[src/verilog/cmp_trig_defines.vh]
// register offsets, field positions, reset values and codes of the comparator trigger control
`ifndef CMP_TRIG_DEFINES_VH
`define CMP_TRIG_DEFINES_VH
// register byte offsets on the apb bus
`define OFS_CTRL 12'h000
`define OFS_GATE 12'h004
`define OFS_IEN 12'h008
`define OFS_STAT 12'h00c
`define OFS_MASK 12'h010
// control register fields
`define CTRL_EN 7
`define CTRL_NSEL 6
`define CTRL_PSRC_HI 5
`define CTRL_PSRC_LO 4
`define CTRL_OEN 3
`define CTRL_LEVEL 2
`define CTRL_EDGE_HI 1
`define CTRL_EDGE_LO 0
// gating register fields
`define GATE_SYNC 2
`define GATE_MODE_HI 1
`define GATE_MODE_LO 0
// interrupt enable register fields
`define IEN_GLOBAL 1
`define IEN_CMP 0
// status and mask fields
`define ST_TRIG 0
`define ST_ERR 1
`define ST_W 2
// reset values
`define CTRL_RST 8'h00
`define GATE_RST 3'h0
`define IEN_RST 2'h0
`define MASK_RST 2'h0
// edge select codes
`define EDGE_NONE 2'h0
`define EDGE_RISE 2'h1
`define EDGE_FALL 2'h2
`define EDGE_BOTH 2'h3
// gating mode codes
`define GMODE_OFF 2'h0
`define GMODE_FLAG 2'h1
`define GMODE_RISE_RUN 2'h2
`define GMODE_FALL_RUN 2'h3
// positive source codes
`define PSRC_2V 2'h0
`define PSRC_3V 2'h1
`define PSRC_4V 2'h2
`define PSRC_PIN 2'h3
`endif

[src/verilog/cmp_trig_ctrl.v]
// comparator trigger control: pin routing, edge trigger, interrupt, wake-up, pwm gating
//
// Functional notes
// - result high when positive input above negative input, low when below
// - positive source codes 00/01/10 pick 2V/3V/4V reference, 11 picks external pin
// - with comparator disabled, comparator off and all its pins stay GPIO
// - enabled: select 0 uses negative pin a, select 1 uses pin b; other stays GPIO
// - output pin enable drives result onto output pin, isolating its GPIO
// - output-level flag reads the present comparator result
// - chosen edge of the result sets the trigger flag in hardware
// - edge select 01 rising, 10 falling, 11 both, 00 reserved with no trigger
// - trigger flag stays set until software clears it; hardware never clears it
// - interrupt request while flag set with comparator and global enables set
// - flag with comparator interrupt enabled wakes from IDLE, never from STOP
// - gating mode 00 leaves pwm alone; 01 stops pwm while trigger flag set
// - gating mode 10: rising edge lets pwm run, falling edge stops it
// - gating mode 11: falling edge lets pwm run, rising edge stops it
// - gating acts only while the pwm synchronous trigger enable is set
//
// register map, one word each, every field in the low byte
// 0x000 control: b7 enable, b6 negative pin select, b5:4 positive source,
//   b3 output pin enable, b2 live level (read only), b1:0 edge select
// 0x004 gating: b2 pwm sync trigger enable, b1:0 gating mode
// 0x008 interrupt enable: b1 global, b0 comparator
// 0x00c status, write one to clear: b0 trigger flag, b1 bus error
// 0x010 mask: same layout as status, feeds the irq output
// bus: one wait state, pready pulses for one cycle in the access phase
// unmapped addresses answer with pslverr and set the bus error bit
// writes with byte lane 0 off are ignored; upper bits read as zero
// trigger flag sets whatever the interrupt enables say; set beats a clear
// gating modes 10 and 11 keep a run latch that starts at run after reset
// with the comparator enabled, a mode change to 00 or 01 returns that latch to run
// idle_mode and stop_mode come from the cpu on this clock, so no synchroniser
// limitation: the live level lags the analogue result by two clocks
`timescale 1ns/100ps
`include "cmp_trig_defines.vh"
module cmp_trig_ctrl (
  input wire pclk,
  input wire presetn,
  input wire psel,
  input wire penable,
  input wire pwrite,
  input wire [11:0] paddr,
  input wire [31:0] pwdata,
  input wire [3:0] pstrb,
  output reg [31:0] prdata,
  output reg pready,
  output reg pslverr,
  input wire cmp_result_async,
  input wire idle_mode,
  input wire stop_mode,
  output reg comparator_on,
  output reg [1:0] positive_source_select,
  output reg negative_input_pin_a_sel,
  output reg negative_input_pin_b_sel,
  output reg positive_input_pin_sel,
  output reg result_output_pin,
  output reg result_output_pin_oe,
  output reg cmp_irq_req,
  output reg wakeup_req,
  output reg pwm_stop,
  output reg irq
);

  ////////////////////////////////////////////////////////////////////////
  // registers
  reg [7:0] ctrl_q;
  reg [2:0] gate_q;
  reg [1:0] ien_q;
  reg [`ST_W-1:0] stat_q;
  reg [`ST_W-1:0] mask_q;
  reg sync1_q;
  reg sync2_q;
  reg prev_q;
  reg gate_run_q;
  reg [`ST_W-1:0] stat_d;
  reg [31:0] rdata_d;
  reg trig_ev;
  reg addr_ok;

  wire cmp_en = ctrl_q[`CTRL_EN];
  wire [1:0] edge_sel = ctrl_q[`CTRL_EDGE_HI:`CTRL_EDGE_LO];
  wire [1:0] gmode = gate_q[`GATE_MODE_HI:`GATE_MODE_LO];
  wire access = psel && penable && pready;
  wire wr = access && pwrite;
  wire rise = sync2_q && !prev_q;
  wire fall = !sync2_q && prev_q;
  // write to byte lane 0 only matters; every field lives in the low byte
  wire lane0 = pstrb[0];

  // map an address to its valid flag
  function known;
    input [11:0] a;
    begin
      known = (a == `OFS_CTRL) || (a == `OFS_GATE) || (a == `OFS_IEN) ||
              (a == `OFS_STAT) || (a == `OFS_MASK);
    end
  endfunction

  ////////////////////////////////////////////////////////////////////////
  // two-stage synchroniser of the analogue result; first stage read only by the second
  always @(posedge pclk or negedge presetn) begin
    if (!presetn) begin
      sync1_q <= 1'b0;
      sync2_q <= 1'b0;
    end else begin
      sync1_q <= cmp_result_async;
      sync2_q <= sync1_q;
    end
  end

  ////////////////////////////////////////////////////////////////////////
  // edge history; resets to the off level so no false edge follows reset
  always @(posedge pclk or negedge presetn) begin
    if (!presetn) begin
      prev_q <= 1'b0;
    end else begin
      prev_q <= sync2_q;
    end
  end

  ////////////////////////////////////////////////////////////////////////
  // edge decode; disabled comparator never triggers
  always @* begin
    trig_ev = 1'b0;
    if (cmp_en) begin
      case (edge_sel)
        `EDGE_RISE: trig_ev = rise;
        `EDGE_FALL: trig_ev = fall;
        `EDGE_BOTH: trig_ev = rise || fall;
        default: trig_ev = 1'b0;
      endcase
    end
  end

  ////////////////////////////////////////////////////////////////////////
  // sticky status: set wins over a write-one clear in the same cycle
  always @* begin
    stat_d = stat_q;
    if (wr && lane0 && paddr == `OFS_STAT) begin
      stat_d = stat_q & ~pwdata[`ST_W-1:0];
    end
    if (trig_ev) begin
      stat_d[`ST_TRIG] = 1'b1;
    end
    if (access && !addr_ok) begin
      stat_d[`ST_ERR] = 1'b1;
    end
  end

  ////////////////////////////////////////////////////////////////////////
  // read mux; level flag reads the synchronised live result
  always @* begin
    addr_ok = known(paddr);
    rdata_d = 32'h00000000;
    case (paddr)
      `OFS_CTRL: rdata_d = {24'h000000, ctrl_q[7:3], sync2_q, ctrl_q[1:0]};
      `OFS_GATE: rdata_d = {29'h00000000, gate_q};
      `OFS_IEN: rdata_d = {30'h00000000, ien_q};
      `OFS_STAT: rdata_d = {30'h00000000, stat_q};
      `OFS_MASK: rdata_d = {30'h00000000, mask_q};
      default: rdata_d = 32'h00000000;
    endcase
  end

  ////////////////////////////////////////////////////////////////////////
  // apb slave: one wait state, pready pulses in the access phase
  always @(posedge pclk or negedge presetn) begin
    if (!presetn) begin
      pready <= 1'b0;
      pslverr <= 1'b0;
    end else begin
      pready <= psel && penable && !pready;
      pslverr <= psel && penable && !pready && !addr_ok;
    end
  end

  ////////////////////////////////////////////////////////////////////////
  // read data stands only in the answer cycle; zero otherwise keeps the bus quiet
  always @(posedge pclk or negedge presetn) begin
    if (!presetn) begin
      prdata <= 32'h00000000;
    end else if (psel && penable && !pready && !pwrite) begin
      prdata <= rdata_d;
    end else begin
      prdata <= 32'h00000000;
    end
  end

  ////////////////////////////////////////////////////////////////////////
  // sticky status register; only reset or a software write clears it
  always @(posedge pclk or negedge presetn) begin
    if (!presetn) begin
      stat_q <= {`ST_W{1'b0}};
    end else begin
      stat_q <= stat_d;
    end
  end

  ////////////////////////////////////////////////////////////////////////
  // software writable registers; level bit is read-only
  always @(posedge pclk or negedge presetn) begin
    if (!presetn) begin
      ctrl_q <= `CTRL_RST;
      gate_q <= `GATE_RST;
      ien_q <= `IEN_RST;
      mask_q <= `MASK_RST;
    end else if (wr && lane0) begin
      case (paddr)
        `OFS_CTRL: ctrl_q <= {pwdata[7:3], 1'b0, pwdata[1:0]};
        `OFS_GATE: gate_q <= pwdata[2:0];
        `OFS_IEN: ien_q <= pwdata[1:0];
        `OFS_MASK: mask_q <= pwdata[`ST_W-1:0];
        default: ctrl_q <= ctrl_q;
      endcase
    end
  end

  ////////////////////////////////////////////////////////////////////////
  // pwm run latch for the edge-driven gating modes
  always @(posedge pclk or negedge presetn) begin
    if (!presetn) begin
      gate_run_q <= 1'b1;
    end else if (cmp_en) begin
      if (gmode == `GMODE_RISE_RUN) begin
        if (rise) gate_run_q <= 1'b1;
        else if (fall) gate_run_q <= 1'b0;
      end else if (gmode == `GMODE_FALL_RUN) begin
        if (fall) gate_run_q <= 1'b1;
        else if (rise) gate_run_q <= 1'b0;
      end else begin
        gate_run_q <= 1'b1;
      end
    end
  end

  ////////////////////////////////////////////////////////////////////////
  // pin routing toward the analogue stage and the shared pins
  always @(posedge pclk or negedge presetn) begin
    if (!presetn) begin
      comparator_on <= 1'b0;
      positive_source_select <= `PSRC_2V;
      negative_input_pin_a_sel <= 1'b0;
      negative_input_pin_b_sel <= 1'b0;
      positive_input_pin_sel <= 1'b0;
    end else begin
      comparator_on <= cmp_en;
      positive_source_select <= ctrl_q[`CTRL_PSRC_HI:`CTRL_PSRC_LO];
      positive_input_pin_sel <= cmp_en &&
        (ctrl_q[`CTRL_PSRC_HI:`CTRL_PSRC_LO] == `PSRC_PIN);
      negative_input_pin_a_sel <= cmp_en && !ctrl_q[`CTRL_NSEL];
      negative_input_pin_b_sel <= cmp_en && ctrl_q[`CTRL_NSEL];
    end
  end

  ////////////////////////////////////////////////////////////////////////
  // result output pin; pin is gpio whenever output enable is low, even if disabled
  always @(posedge pclk or negedge presetn) begin
    if (!presetn) begin
      result_output_pin <= 1'b0;
      result_output_pin_oe <= 1'b0;
    end else begin
      result_output_pin_oe <= cmp_en && ctrl_q[`CTRL_OEN];
      result_output_pin <= cmp_en && ctrl_q[`CTRL_OEN] && sync2_q;
    end
  end

  ////////////////////////////////////////////////////////////////////////
  // interrupt request, masked irq and idle wake-up
  always @(posedge pclk or negedge presetn) begin
    if (!presetn) begin
      cmp_irq_req <= 1'b0;
      wakeup_req <= 1'b0;
      irq <= 1'b0;
    end else begin
      cmp_irq_req <= stat_q[`ST_TRIG] && ien_q[`IEN_CMP] && ien_q[`IEN_GLOBAL];
      // stop mode has no clock path back here, so it never wakes
      wakeup_req <= idle_mode && !stop_mode && stat_q[`ST_TRIG] &&
        ien_q[`IEN_CMP];
      irq <= |(stat_q & mask_q);
    end
  end

  ////////////////////////////////////////////////////////////////////////
  // pwm stop; gating acts only with the sync trigger enable and comparator on
  always @(posedge pclk or negedge presetn) begin
    if (!presetn) begin
      pwm_stop <= 1'b0;
    end else if (!gate_q[`GATE_SYNC] || !cmp_en) begin
      pwm_stop <= 1'b0;
    end else begin
      case (gmode)
        `GMODE_FLAG: pwm_stop <= stat_q[`ST_TRIG];
        `GMODE_RISE_RUN: pwm_stop <= !gate_run_q;
        `GMODE_FALL_RUN: pwm_stop <= !gate_run_q;
        default: pwm_stop <= 1'b0;
      endcase
    end
  end

endmodule // cmp_trig_ctrl

[config.mk]
export PLATFORM = sky130hd
export DESIGN_NAME = cmp_trig_ctrl
export DESIGN_NICKNAME = d
export VERILOG_FILES = /design/src/verilog/cmp_trig_ctrl.v
export VERILOG_INCLUDE_DIRS = /design/src /design/src/verilog
export SDC_FILE = /design/constraint.sdc
export NUM_CORES = 1
export LEC_CHECK = 0
export BUFFER_PORTS_ARGS = -buffer_cell sky130_fd_sc_hd__buf_2
export CAP_MARGIN = 10
export CORE_MARGIN = 4
export CORE_UTILIZATION = 46
export CTS_BUF_LIST = sky130_fd_sc_hd__clkbuf_4 sky130_fd_sc_hd__clkbuf_8
export DETAILED_ROUTE_END_ITERATION = 8
export PLACE_DENSITY_LB_ADDON = 0.12
export SYNTH_ARGS = -nofsm -noshare
export SYNTH_HDL_FRONTEND = slang
export SYNTH_SLANG_ARGS = --single-unit
[constraint.sdc]
create_clock -name pclk -period 2.1 [get_ports pclk]
set_clock_uncertainty 0.2 [all_clocks]
set_input_delay 0.21 -clock pclk [delete_from_list [all_inputs] [get_ports pclk]]
set_output_delay 0.21 -clock pclk [all_outputs]
set_load 0.02 [all_outputs]
# --- Yosys cells after proc, flatten, opt, wreduce, memory -nomap -nowiden ---
# Index checks and enable logic that the tools add are counted.
word_totals:
  reg_bits: 66
  latchBits: 0
  mem_bits_rw: 0
  romBits: 0
  in_bits: 56
  out_inout_bits: 46
  n_memories: 0
classes:
  n_addsub: 0
  n_mul: 0
  div: 0
  magnitude_cmp: 0
  eq_ne: 13
  shifts: 0
  mux: 15
  n_bitwise: 3
  n_reduce_logical: 47
op_table:
  columns: ["op", "count"]
  rows:
  - ["8-bit case mux with 5 select lines", 1]
  - ["32-bit two-way mux", 1]
  - ["12-bit by 4-bit == test with 1-bit output, second input constant", 2]
  - ["1-bit logical AND", 21]
  - ["12-bit by 3-bit == test with 1-bit output, second input constant", 1]
  - ["12-bit by 5-bit == test with 1-bit output, second input constant", 1]
  - ["12-bit zero test", 1]
  - ["2-bit == test, second input constant", 5]
  - ["1-bit zero test", 10]
  - ["1-bit two-way mux", 10]
  - ["2-bit AND reduction", 4]
  - ["1-bit logical OR", 6]
  - ["3-bit inequality test, second input constant", 2]
  - ["2-bit AND", 2]
  - ["2-bit by 1-bit == test with 1-bit output, second input constant", 2]
  - ["2-bit nonzero test", 2]
  - ["2-bit OR reduction", 2]
  - ["1-bit case mux with 3 select lines", 1]
  - ["3-bit AND reduction", 1]
  - ["2-bit two-way mux", 1]
  - ["2-bit NOT", 1]
  - ["1-bit case mux with 2 select lines", 1]

# --- Logic depth before layout (Yosys ltp) ---
# Gate-level depths: netlist of run 1.
logic_depth:
  depth_word: 8
  mapped_depth: 6
  mapped_depth_nobuf: 6

# --- Worst setup path before layout of run 1 ---
# OpenSTA, ideal clock, no wires.
synth_path:
  kind: "register -> register"
  from: "register pready"
  to: "register ctrl_q[0]"
  setup_time_ps: 125
  arrival_time_ps: 1724
  setup_slack_ps: 51
  path_stages_with_launch: 6
  path_buffers: 1
  synth_period_minus_slack_ps: 2049
  path_cell_list: "dfrtp_1 nand3_1 or2_2 or4_4 buf_6 mux2_4"
synth_via:
  elab_chain_cells: 4
synth_lines:
  columns: ["item", "line_no", "text"]
  rows:
  - ["start: declaration", "cmp_trig_ctrl.v:47", "output reg pready,"]
  - ["start signal: assignment", "cmp_trig_ctrl.v:173", "pready <= psel && penable && !pready;"]
  - ["1-bit logical AND", "cmp_trig_ctrl.v:84", "wire access = psel && penable && pready;"]
  - ["1-bit logical AND", "cmp_trig_ctrl.v:85", "wire wr = access && pwrite;"]
  - ["1-bit logical AND", "cmp_trig_ctrl.v:208", "end else if (wr && lane0) begin"]
  - ["2-bit AND reduction (no source line)", null, null]
  - ["end signal: assignment", "cmp_trig_ctrl.v:204", "ctrl_q <= `CTRL_RST;"]
  - ["end signal: assignment", "cmp_trig_ctrl.v:210", "`OFS_CTRL: ctrl_q <= {pwdata[7:3], 1'b0, pwdata[1:0]};"]
  - ["end signal: assignment", "cmp_trig_ctrl.v:214", "default: ctrl_q <= ctrl_q;"]
  - ["end: declaration", "cmp_trig_ctrl.v:67", "reg [7:0] ctrl_q;"]
# Every way passes these cells.
# A chain may end at the register's enable or synchronous reset.

# --- Final worst setup path of run 1 ---
layout_path:
  from: "register pready"
  to: "register ctrl_q[3]"
# The elaborated chain is that of the path after synthesis.

==> results of run 1 <==
==> metrics by stage <==
| stage | util, % | cell area (um^2) | setup slack (ps) | instances |
|---|---|---|---|---|
| 2_1_floorplan | - | 2014 | 51.09 | 178 |
| 3_3_place_gp | 53.35 | 2150 | 35.55 | 253 |
| 4_1_cts | 58.20 | 2345 | 78.18 | 271 |
| 3_5_place_dp | 53.35 | 2150 | -31.60 | 253 |
| 6_report | 58.20 | 2345 | 89.89 | 271 |
| 5_1_grt | 58.20 | 2345 | 33.26 | 271 |
==> cells in the final DEF, fill, tap and decap left out, drive strengths merged, types with 5 or more instances in the layout <==
cell / instances
dlygate4sd3: 10
conb: 24
clkbuf: 7
buf: 54
nand2: 5
dfrtp: 41
and2: 7
nor2: 5
mux2: 14
==> cells by family after synthesis <==
group | count (synthesis) | share of synthesized area [%]
adders and majority gates | 2 | 1.298
AOI/OAI and AO/OA | 10 | 3.115
buffers and inverters | 32 | 11.36
muxes | 20 | 13.95
and+or+nand+nor | 48 | 15.51
DFF | 42 | 54.57
other | 1 | 0.1945
==> cell usage after synthesis, drive strengths merged <==
master  count
a21oi       4
a22o        2
and2        7
and3        4
and4b       1
buf        26
clkbuf      3
conb        1
dfrtp      41
dfstp       1
ha          2
inv         3
mux2       14
mux2i       4
mux4        2
nand2       5
nand2b      4
nand3       4
nand3b      1
nand4b      2
nor2        5
nor2b       3
nor3        1
nor4        2
o21ai       3
o31ai       1
or2         2
or3         3
or4         4
==> routing by layer <==
layer / GRT usage, % / wire length, um / vias to the layer above
li1: - / - / 610
met1: 19.96 / 1494 / 625
met2: 24.85 / 1925 / 50
met5: 0 / 0 / -
met3: 2.617 / 252 / 5
met4: 6.148 / 51 / 0
==> state kept, by name (all words and copies together), names as in the netlist, 2 cells and up <==
name,cells
prdata,8
stat_q,2
gate_q,3
ctrl_q,7
ien_q,2
positive_source_select,2
mask_q,2
==> critical path, delay by kind of cell, from the launching register on <==
family | cells | cell delay [ps]
flops | 1 | 370
mux | 1 | 340
simple gates | 3 | 990
==> how the worst min path moves through the flow <==
stage	to	cells after the start
2_1_floorplan	cmp_irq_req	0
3_3_place_gp	pwm_stop	2
3_5_place_dp	pwm_stop	2
4_1_cts	stat_q[1]	3
5_1_grt	stat_q[1]	3
6_report	stat_q[1]	3
==> final cells by class <==
class | instances | share of cell area, %
Inverter | 3 | 0.4803
Multi-Input combinational cell | 104 | 31.70
Timing Repair Buffer | 64 | 16.22
Sequential cell | 42 | 44.88
Clock inverter | 1 | 0.2134
Tap cell | 50 | 2.668
Clock buffer | 7 | 3.842
==> power groups by stage <==
stage / Combinational [uW] / Clock, uW / Sequential [uW]
6_report: 139 / 532 / 821
5_1_grt: 154 / 583 / 821
4_1_cts: 140 / 558 / 820
3_5_place_dp: 126 / 0 / 836
3_3_place_gp: 124 / 0 / 836
2_1_floorplan: 102 / 0 / 837
==> repair_timing <==
| action | 4_1_cts | 5_1_grt |
|---|---|---|
| endpoints found under the hold margin | 49 | 0 |
| hold buffers | 10 | 0 |
| setup buffers | 0 | 0 |
| endpoints found under the setup margin | 0 | 0 |
==> results.sh, run 1 <==
export IMPL_area_delta_synth_final_pct=21.61
export IMPL_htree_levels=2
export IMPL_synthTopCellsByArea="dfrtp_1 53%, buf_4 9.3%, mux2_4 5.5%"
export IMPL_cts_tree="yes"
export IMPL_post_cts_resized=0
export IMPL_fin_nets=278
export IMPL_hp_class="input pin to flip-flop"
export IMPL_pwr_share_clk_pct=35.7
export IMPL_start_util_pct=47.86
export IMPL_place_congestion=0.7959
export IMPL_crit_end="ctrl_q[3]"
export IMPL_drt_iter0_markers=81
export IMPL_post_route_period_util_pct=95.72
export IMPL_grt_max_degree=43
export IMPL_r2r_start="pready"
export IMPL_hold_violations=0
export IMPL_die_y_um=72.74
export IMPL_multi_input_area_um2=743.2
export IMPL_cp_end_kind="flip-flop"
export IMPL_grt_pass1_vias=1307
export IMPL_cts_root_buf="clkbuf_8"
export IMPL_cts_path_max_buffers=2
export IMPL_grtUsageTotal_pct=15.16
export IMPL_reg2reg_depth=4
export IMPL_fillerInstances=360
export IMPL_max_slew_margin_pct=66.07
export IMPL_yosys_warnings=0
export IMPL_synth_area_per_cell_um2=12.44
export IMPL_required_ps=2070
export IMPL_p_switching_uw=348.1
export IMPL_crit_type="flip-flop to flip-flop"
export IMPL_die_area_mm2=0.005291
export IMPL_finalSetupViolCount=0
export IMPL_powerDensity_mw_per_mm2=636.0
export IMPL_irDropWorstVdd_mv=0.2949
export IMPL_slew_violations=0
export IMPL_p_int_uw=1143
export IMPL_synth_top_area_cell="dfrtp_1"
export IMPL_synth_top_area_share_pct=53.21
export IMPL_rsz0062_at_grt="no"
export IMPL_synth_cells=155
export IMPL_gr_total_overflow=0
export IMPL_rrSetupSlack_ps=90
export IMPL_outcome="finished clean"
export IMPL_crit_path_start_kind="flip-flop"
export IMPL_worstPathArrival_ps=1980
export IMPL_tightest_slew_ps=509.0
export IMPL_combPwrFrac_pct=9.3
export IMPL_clkLatencyLatePin_ps=280
export IMPL_r2r_end="ctrl_q[3]"
export IMPL_pwr_share_seq_pct=55.0
export IMPL_hp_start="psel"
export IMPL_synth_distinct_cells=35
export IMPL_diodes=0
export IMPL_place_hpwl_um=2817
export IMPL_setup_tns_final_ps=0
export IMPL_grt_pass1_wl_um=6147
export IMPL_port_buffers=50
export IMPL_critPathLaunch="pready"
export IMPL_num_vias=1290
export IMPL_postRouteAntennaNets=0
export IMPL_synth_seq_cells=42
export IMPL_rows=23
export IMPL_drive_gt1_share_pct=38.01
export IMPL_finalPower_uw=1491
export IMPL_core_area_mm2=0.004029
export IMPL_first_pass_iters=4
export IMPL_path_cells="nand3_1, or2_2, or4_4, mux2_4"
export IMPL_num_io_pins=102
export IMPL_yosysSeqAreaShare_pct=54.57
export IMPL_finalWirelength_um=3723
export IMPL_routedWlPerCell_um=13.74
export IMPL_seqCellArea_mm2=0.001052
export IMPL_cts_buffers=5
export IMPL_holdWs_ps=16.29
export IMPL_cts_clk_slew_worst_paths_ps=70
export IMPL_clock_sinks=42
export IMPL_grt_antenna_before_repair=0
export IMPL_max_cap_violations=0
export IMPL_crit_path_max_incr_delay_ps=550
export IMPL_route_detailed_drc=0
export IMPL_switching_share_pct=23.34
export IMPL_fmax_ghz=0.4975
export IMPL_post_route_min_period_ps=2010
export IMPL_worstPathMaxFanout=7
export IMPL_viasPerCell=4.760
export IMPL_die_x_um=72.74
export IMPL_p_leak_uw=0.001276
export IMPL_syn_area_mm2=0.001928
export IMPL_crit_path_top_delay_cell="or4_4"
No activity file was read; power rests on OpenSTA's default activity.
==> inputs of run 2 (changes only) <==
- GPL_TIMING_DRIVEN: unset -> 0
==> results.sh, run 2 (synthesis gave the netlist of run 1 again) <==
export IMPL_outcome="finished clean"
export IMPL_place_congestion=0.7494
export IMPL_slew_violations=0
export IMPL_final_common_cell="buf_2"
export IMPL_core_area_mm2=0.004029
export IMPL_finalSetupViolCount=0
export IMPL_route_detailed_drc=0
export IMPL_drt_iter0_markers=59
export IMPL_largest_register_ff_count=8
export IMPL_viasPerCell=4.619
export IMPL_grt_pass1_wl_um=6244
export IMPL_finalWirelength_um=3750
export IMPL_clock_sinks=42
export IMPL_layout_cells_non_filler=294
export IMPL_die_y_um=72.74
export IMPL_r2r_end="ctrl_q[3]"
export IMPL_placed_cells=276
export IMPL_hold_violations=0
export IMPL_routedWlPerCell_um=12.76
export IMPL_hp_class="input pin to flip-flop"
export IMPL_hp_start="penable"
export IMPL_diodes=0
export IMPL_fin_nets=301
export IMPL_htree_levels=2
export IMPL_postRouteAntennaNets=0
export IMPL_final_area_mm2=0.002531
export IMPL_cts_root_buf="clkbuf_8"
export IMPL_area_delta_synth_final_pct=31.28
export IMPL_cts_path_max_buffers=2
export IMPL_num_vias=1358
export IMPL_final_cell_mix="49 x buf_2, 41 x dfrtp_1, 24 x buf_4, 24 x conb_1, 10 x dlygate4sd3_1"
export IMPL_num_io_pins=102
export IMPL_cp_end_kind="flip-flop"
export IMPL_place_hpwl_um=2828
export IMPL_required_ps=2080
export IMPL_cts_tree="yes"
export IMPL_worstPathMaxFanout=7
export IMPL_reg2reg_depth=5
export IMPL_drive_gt1_share_pct=42.62
export IMPL_rrSetupSlack_ps=90
export IMPL_irDropWorstVdd_mv=0.2843
export IMPL_max_slew_margin_pct=40.32
export IMPL_start_util_pct=47.86
export IMPL_first_pass_iters=4
export IMPL_p_leak_uw=0.001398
export IMPL_grtUsageTotal_pct=15.12
export IMPL_fmax_ghz=0.4964
export IMPL_seqCellArea_mm2=0.001052
export IMPL_grt_antenna_before_repair=0
export IMPL_clkLatencyLatePin_ps=290
export IMPL_powerDensity_mw_per_mm2=642.7
export IMPL_post_route_period_util_pct=95.94
export IMPL_worstPathArrival_ps=1990
export IMPL_crit_type="flip-flop to flip-flop"
export IMPL_post_route_min_period_ps=2015
export IMPL_port_buffers=48
export IMPL_cts_buffers=5
export IMPL_largest_register="prdata"
export IMPL_max_cap_violations=0
export IMPL_rows=23
export IMPL_rsz0062_at_grt="no"
export IMPL_grt_max_degree=43
export IMPL_crit_end="ctrl_q[3]"
export IMPL_post_cts_setup_buffers=0
export IMPL_setup_tns_final_ps=0
export IMPL_fillerInstances=360
export IMPL_gr_total_overflow=0
export IMPL_top_regs="prdata (8), ctrl_q (7), gate_q (3)"
export IMPL_multi_input_area_um2=743.2
export IMPL_critPathLaunch="pready"
export IMPL_r2r_start="pready"
export IMPL_crit_path_start_kind="flip-flop"
export IMPL_tightest_slew_ps=895.2
export IMPL_die_x_um=72.74
export IMPL_cts_clk_slew_worst_paths_ps=80
export IMPL_final_util_pct=62.83
export IMPL_placed_cell_area_mm2=0.002317
export IMPL_die_area_mm2=0.005291
export IMPL_grt_pass1_vias=1341
## run 2: cell types whose count changed in the layout (fill, tap and decap cells not counted)
cell        before  now
buf_6            0    1
clkinv_2         1    0
buf_4            4   24
buf_2           50   49
clkbuf_1         0    3
clkinvlp_4       0    1
clkbuf_8         6    5
bufinv_16        0    1
## run 2: repair_timing
action	CTS	global route
gates resized for setup	0	0
hold endpoints to repair	49	0
hold buffers	10	0
## run 2: per-layer routing
| layer | wire [um] | up-vias | global-route usage (%) |
|---|---|---|---|
| li1 | - | 661 | - |
| met1 | 1542 | 643 | 20.25 |
| met2 | 1900 | 50 | 24.35 |
| met3 | 264 | 4 | 3.444 |
| met4 | 43 | 0 | 4.918 |
| met5 | 0 | - | 0 |
## run 2: cell type report
cell class / instances / share of cell area (%)
Clock buffer: 6 / 3.015
Sequential cell: 42 / 41.57
Timing Repair Buffer: 58 / 13.45
Inverter: 3 / 0.4449
Buffer: 29 / 8.206
Tap cell: 50 / 2.472
Clock inverter: 2 / 1.483
Multi-Input combinational cell: 104 / 29.36
## run 2: metrics by stage
| stage | power, uW | setup WS, ps | hold slack [ps] |
|---|---|---|---|
| 2_1_floorplan | 939.3 | 51.09 | -285.6 |
| 3_5_place_dp | 992.5 | -62.89 | 131.4 |
| 4_1_cts | 1637 | 77.48 | 27.92 |
| 5_1_grt | 1696 | 20.94 | 38.63 |
| 6_report | 1627 | 85.31 | 22.87 |
| 3_3_place_gp | 989.4 | -11.79 | 130.5 |
## run 2: critical path: stages, from the launching register on
cell	delay, ps
dfrtp_1	370
nand3_1	90
or2_2	350
or4_4	420
buf_6	170
mux2_4	300
## run 2: worst min path at each step
stage / slack [ps] / depth (start not counted) / end
CTS: 30 / 3 / stat_q[1]
detailed placement: 130 / 1 / sync1_q
global route: 40 / 2 / ctrl_q[0]
global placement: 130 / 1 / sync1_q
floorplan: -290 / 0 / cmp_irq_req
finish: 20 / 3 / stat_q[1]
## run 2: power by group
part           internal, uW  total, uW  switching (uW)
combinational          76.1        171            94.6
clock                   367        636             268
sequential              815        820            4.94
==> inputs of run 3 (changes only) <==
- CORE_UTILIZATION: 46 -> 50
- clock period: 2.1 -> 2.55 ns (I/O delays scaled with it)
==> results.sh, run 3 (synthesis gave the netlist of run 1 again) <==
export IMPL_outcome="finished clean"
export IMPL_pwr_share_seq_pct=53.6
export IMPL_setup_tns_final_ps=0
export IMPL_largest_register="prdata"
export IMPL_pre_cts_ws_ps=351.5
export IMPL_drive_gt1_share_pct=42.98
export IMPL_tightest_slew_ps=913.5
export IMPL_placed_cell_area_mm2=0.002315
export IMPL_cts_tree="yes"
export IMPL_cts_path_max_buffers=2
export IMPL_combPwrFrac_pct=11.1
export IMPL_final_cell_mix="49 x buf_2, 41 x dfrtp_1, 24 x buf_4, 24 x conb_1, 8 x dlygate4sd3_1"
export IMPL_post_cts_resized=0
export IMPL_port_buffers=48
export IMPL_seqCellArea_mm2=0.001052
export IMPL_fillerInstances=304
export IMPL_worstPathArrival_ps=2000
export IMPL_multi_input_area_um2=743.2
export IMPL_route_detailed_drc=0
export IMPL_die_area_mm2=0.004914
export IMPL_final_area_mm2=0.002490
export IMPL_slew_violations=0
export IMPL_placed_cells=274
export IMPL_max_cap_violations=0
export IMPL_grt_max_degree=43
export IMPL_final_common_cell="buf_2"
export IMPL_powerDensity_mw_per_mm2=506.6
export IMPL_post_route_min_period_ps=2017
export IMPL_grt_antenna_before_repair=0
export IMPL_diodes=0
export IMPL_htree_levels=2
export IMPL_cts_buffers=5
export IMPL_rsz0062_at_grt="no"
export IMPL_fin_nets=299
export IMPL_largest_register_ff_count=8
export IMPL_gr_total_overflow=0
export IMPL_layout_cells_non_filler=290
export IMPL_crit_path_start_kind="flip-flop"
export IMPL_p_leak_uw=0.001383
export IMPL_first_pass_iters=3
export IMPL_num_io_pins=102
export IMPL_clkLatencyLatePin_ps=300
export IMPL_clock_sinks=42
export IMPL_post_cts_setup_buffers=0
export IMPL_hp_class="input pin to flip-flop"
export IMPL_viasPerCell=4.572
export IMPL_postRouteAntennaNets=0
export IMPL_grt_pass1_wl_um=6354
export IMPL_p_int_uw=962.0
export IMPL_cts_root_buf="clkbuf_8"
export IMPL_crit_type="flip-flop to flip-flop"
export IMPL_place_congestion=0.7907
export IMPL_p_switching_uw=299.5
export IMPL_finalWirelength_um=3696
export IMPL_hold_violations=0
export IMPL_setup_ws_ps=532.5
export IMPL_core_area_mm2=0.003689
export IMPL_top_regs="prdata (8), ctrl_q (7), gate_q (3)"
export IMPL_grt_pass1_vias=1402
export IMPL_max_slew_margin_pct=39.10
export IMPL_post_route_period_util_pct=79.12
export IMPL_cp_end_kind="flip-flop"
export IMPL_cts_clk_slew_worst_paths_ps=80
export IMPL_place_hpwl_um=2770
export IMPL_rows=22
export IMPL_die_y_um=70.10
export IMPL_switching_share_pct=23.74
export IMPL_ctsHoldBuffers=8
export IMPL_pwr_share_clk_pct=35.4
export IMPL_grtUsageTotal_pct=16.68
export IMPL_finalSetupViolCount=0
export IMPL_area_delta_synth_final_pct=29.14
export IMPL_num_vias=1326
export IMPL_worstPathMaxFanout=7
export IMPL_drt_iter0_markers=73
export IMPL_fmax_ghz=0.4957
export IMPL_irDropWorstVdd_mv=0.2453
export IMPL_required_ps=2530
export IMPL_routedWlPerCell_um=12.74
export IMPL_start_util_pct=52.27
export IMPL_die_x_um=70.10
-- run 3: changes by cell type in the layout (fill, tap and decap cells not counted), sizes merged --
cell	before	now
clkbuf	9	10
clkinvlp	1	0
clkinv	0	1
dlygate4sd3	10	8
bufinv	1	0
-- run 3: worst max-delay path, cell delays in order (launching register included) --
cell and delay (ps):
dfrtp_1 370, nand3_1 90, or2_2 350, or4_4 430, buf_6 160, mux2_4 290
-- run 3: per-layer routing --
| layer | vias to the layer above | track usage [%] | part of all wire, % |
|---|---|---|---|
| met5 | - | 0 | 0 |
| met4 | 0 | 4.468 | 1.2 |
| met3 | 4 | 7.626 | 8.2 |
| met2 | 49 | 26.86 | 48 |
| met1 | 618 | 20.26 | 42 |
| li1 | 655 | - | - |
-- run 3: cell type report --
| type | count | share of cell area (%) |
|---|---|---|
| Buffer | 29 | 8.342 |
| Clock buffer | 7 | 3.618 |
| Clock inverter | 1 | 0.2010 |
| Inverter | 3 | 0.4523 |
| Multi-Input combinational cell | 104 | 29.85 |
| Sequential cell | 42 | 42.26 |
| Tap cell | 48 | 2.412 |
| Timing Repair Buffer | 56 | 12.86 |
-- run 3: final timing paths --
kind                              endpoint  cells after the start  startpoint  slack [ps]
worst max-delay path             ctrl_q[7]                      5      pready         530
min in group asynchronous         pwm_stop                      2     presetn         440
worst min register to register     sync2_q                      0     sync1_q         150
worst max register to register   ctrl_q[7]                      5      pready         530
max in group asynchronous        gate_q[2]                      2     presetn        1150
worst min-delay path            wakeup_req                      2   idle_mode          30
-- run 3: through the flow --
step                      hold slack [ps]  util (%)  total power (uW)
final                               32.08     67.50              1261
after global routing                15.04     67.50              1326
after CTS                           24.43     67.50              1274
after detailed placement            140.4     62.75             817.0
after global placement              144.3     62.75             814.7
after floorplan                    -240.6         -             773.6
-- run 3: power groups by stage --
stage | clock, uW | sequential (uW) | combinational, uW
2_1_floorplan | 0 | 690 | 83.9
3_3_place_gp | 0 | 688 | 126
3_5_place_dp | 0 | 689 | 128
4_1_cts | 461 | 675 | 138
5_1_grt | 496 | 676 | 155
6_report | 446 | 676 | 140
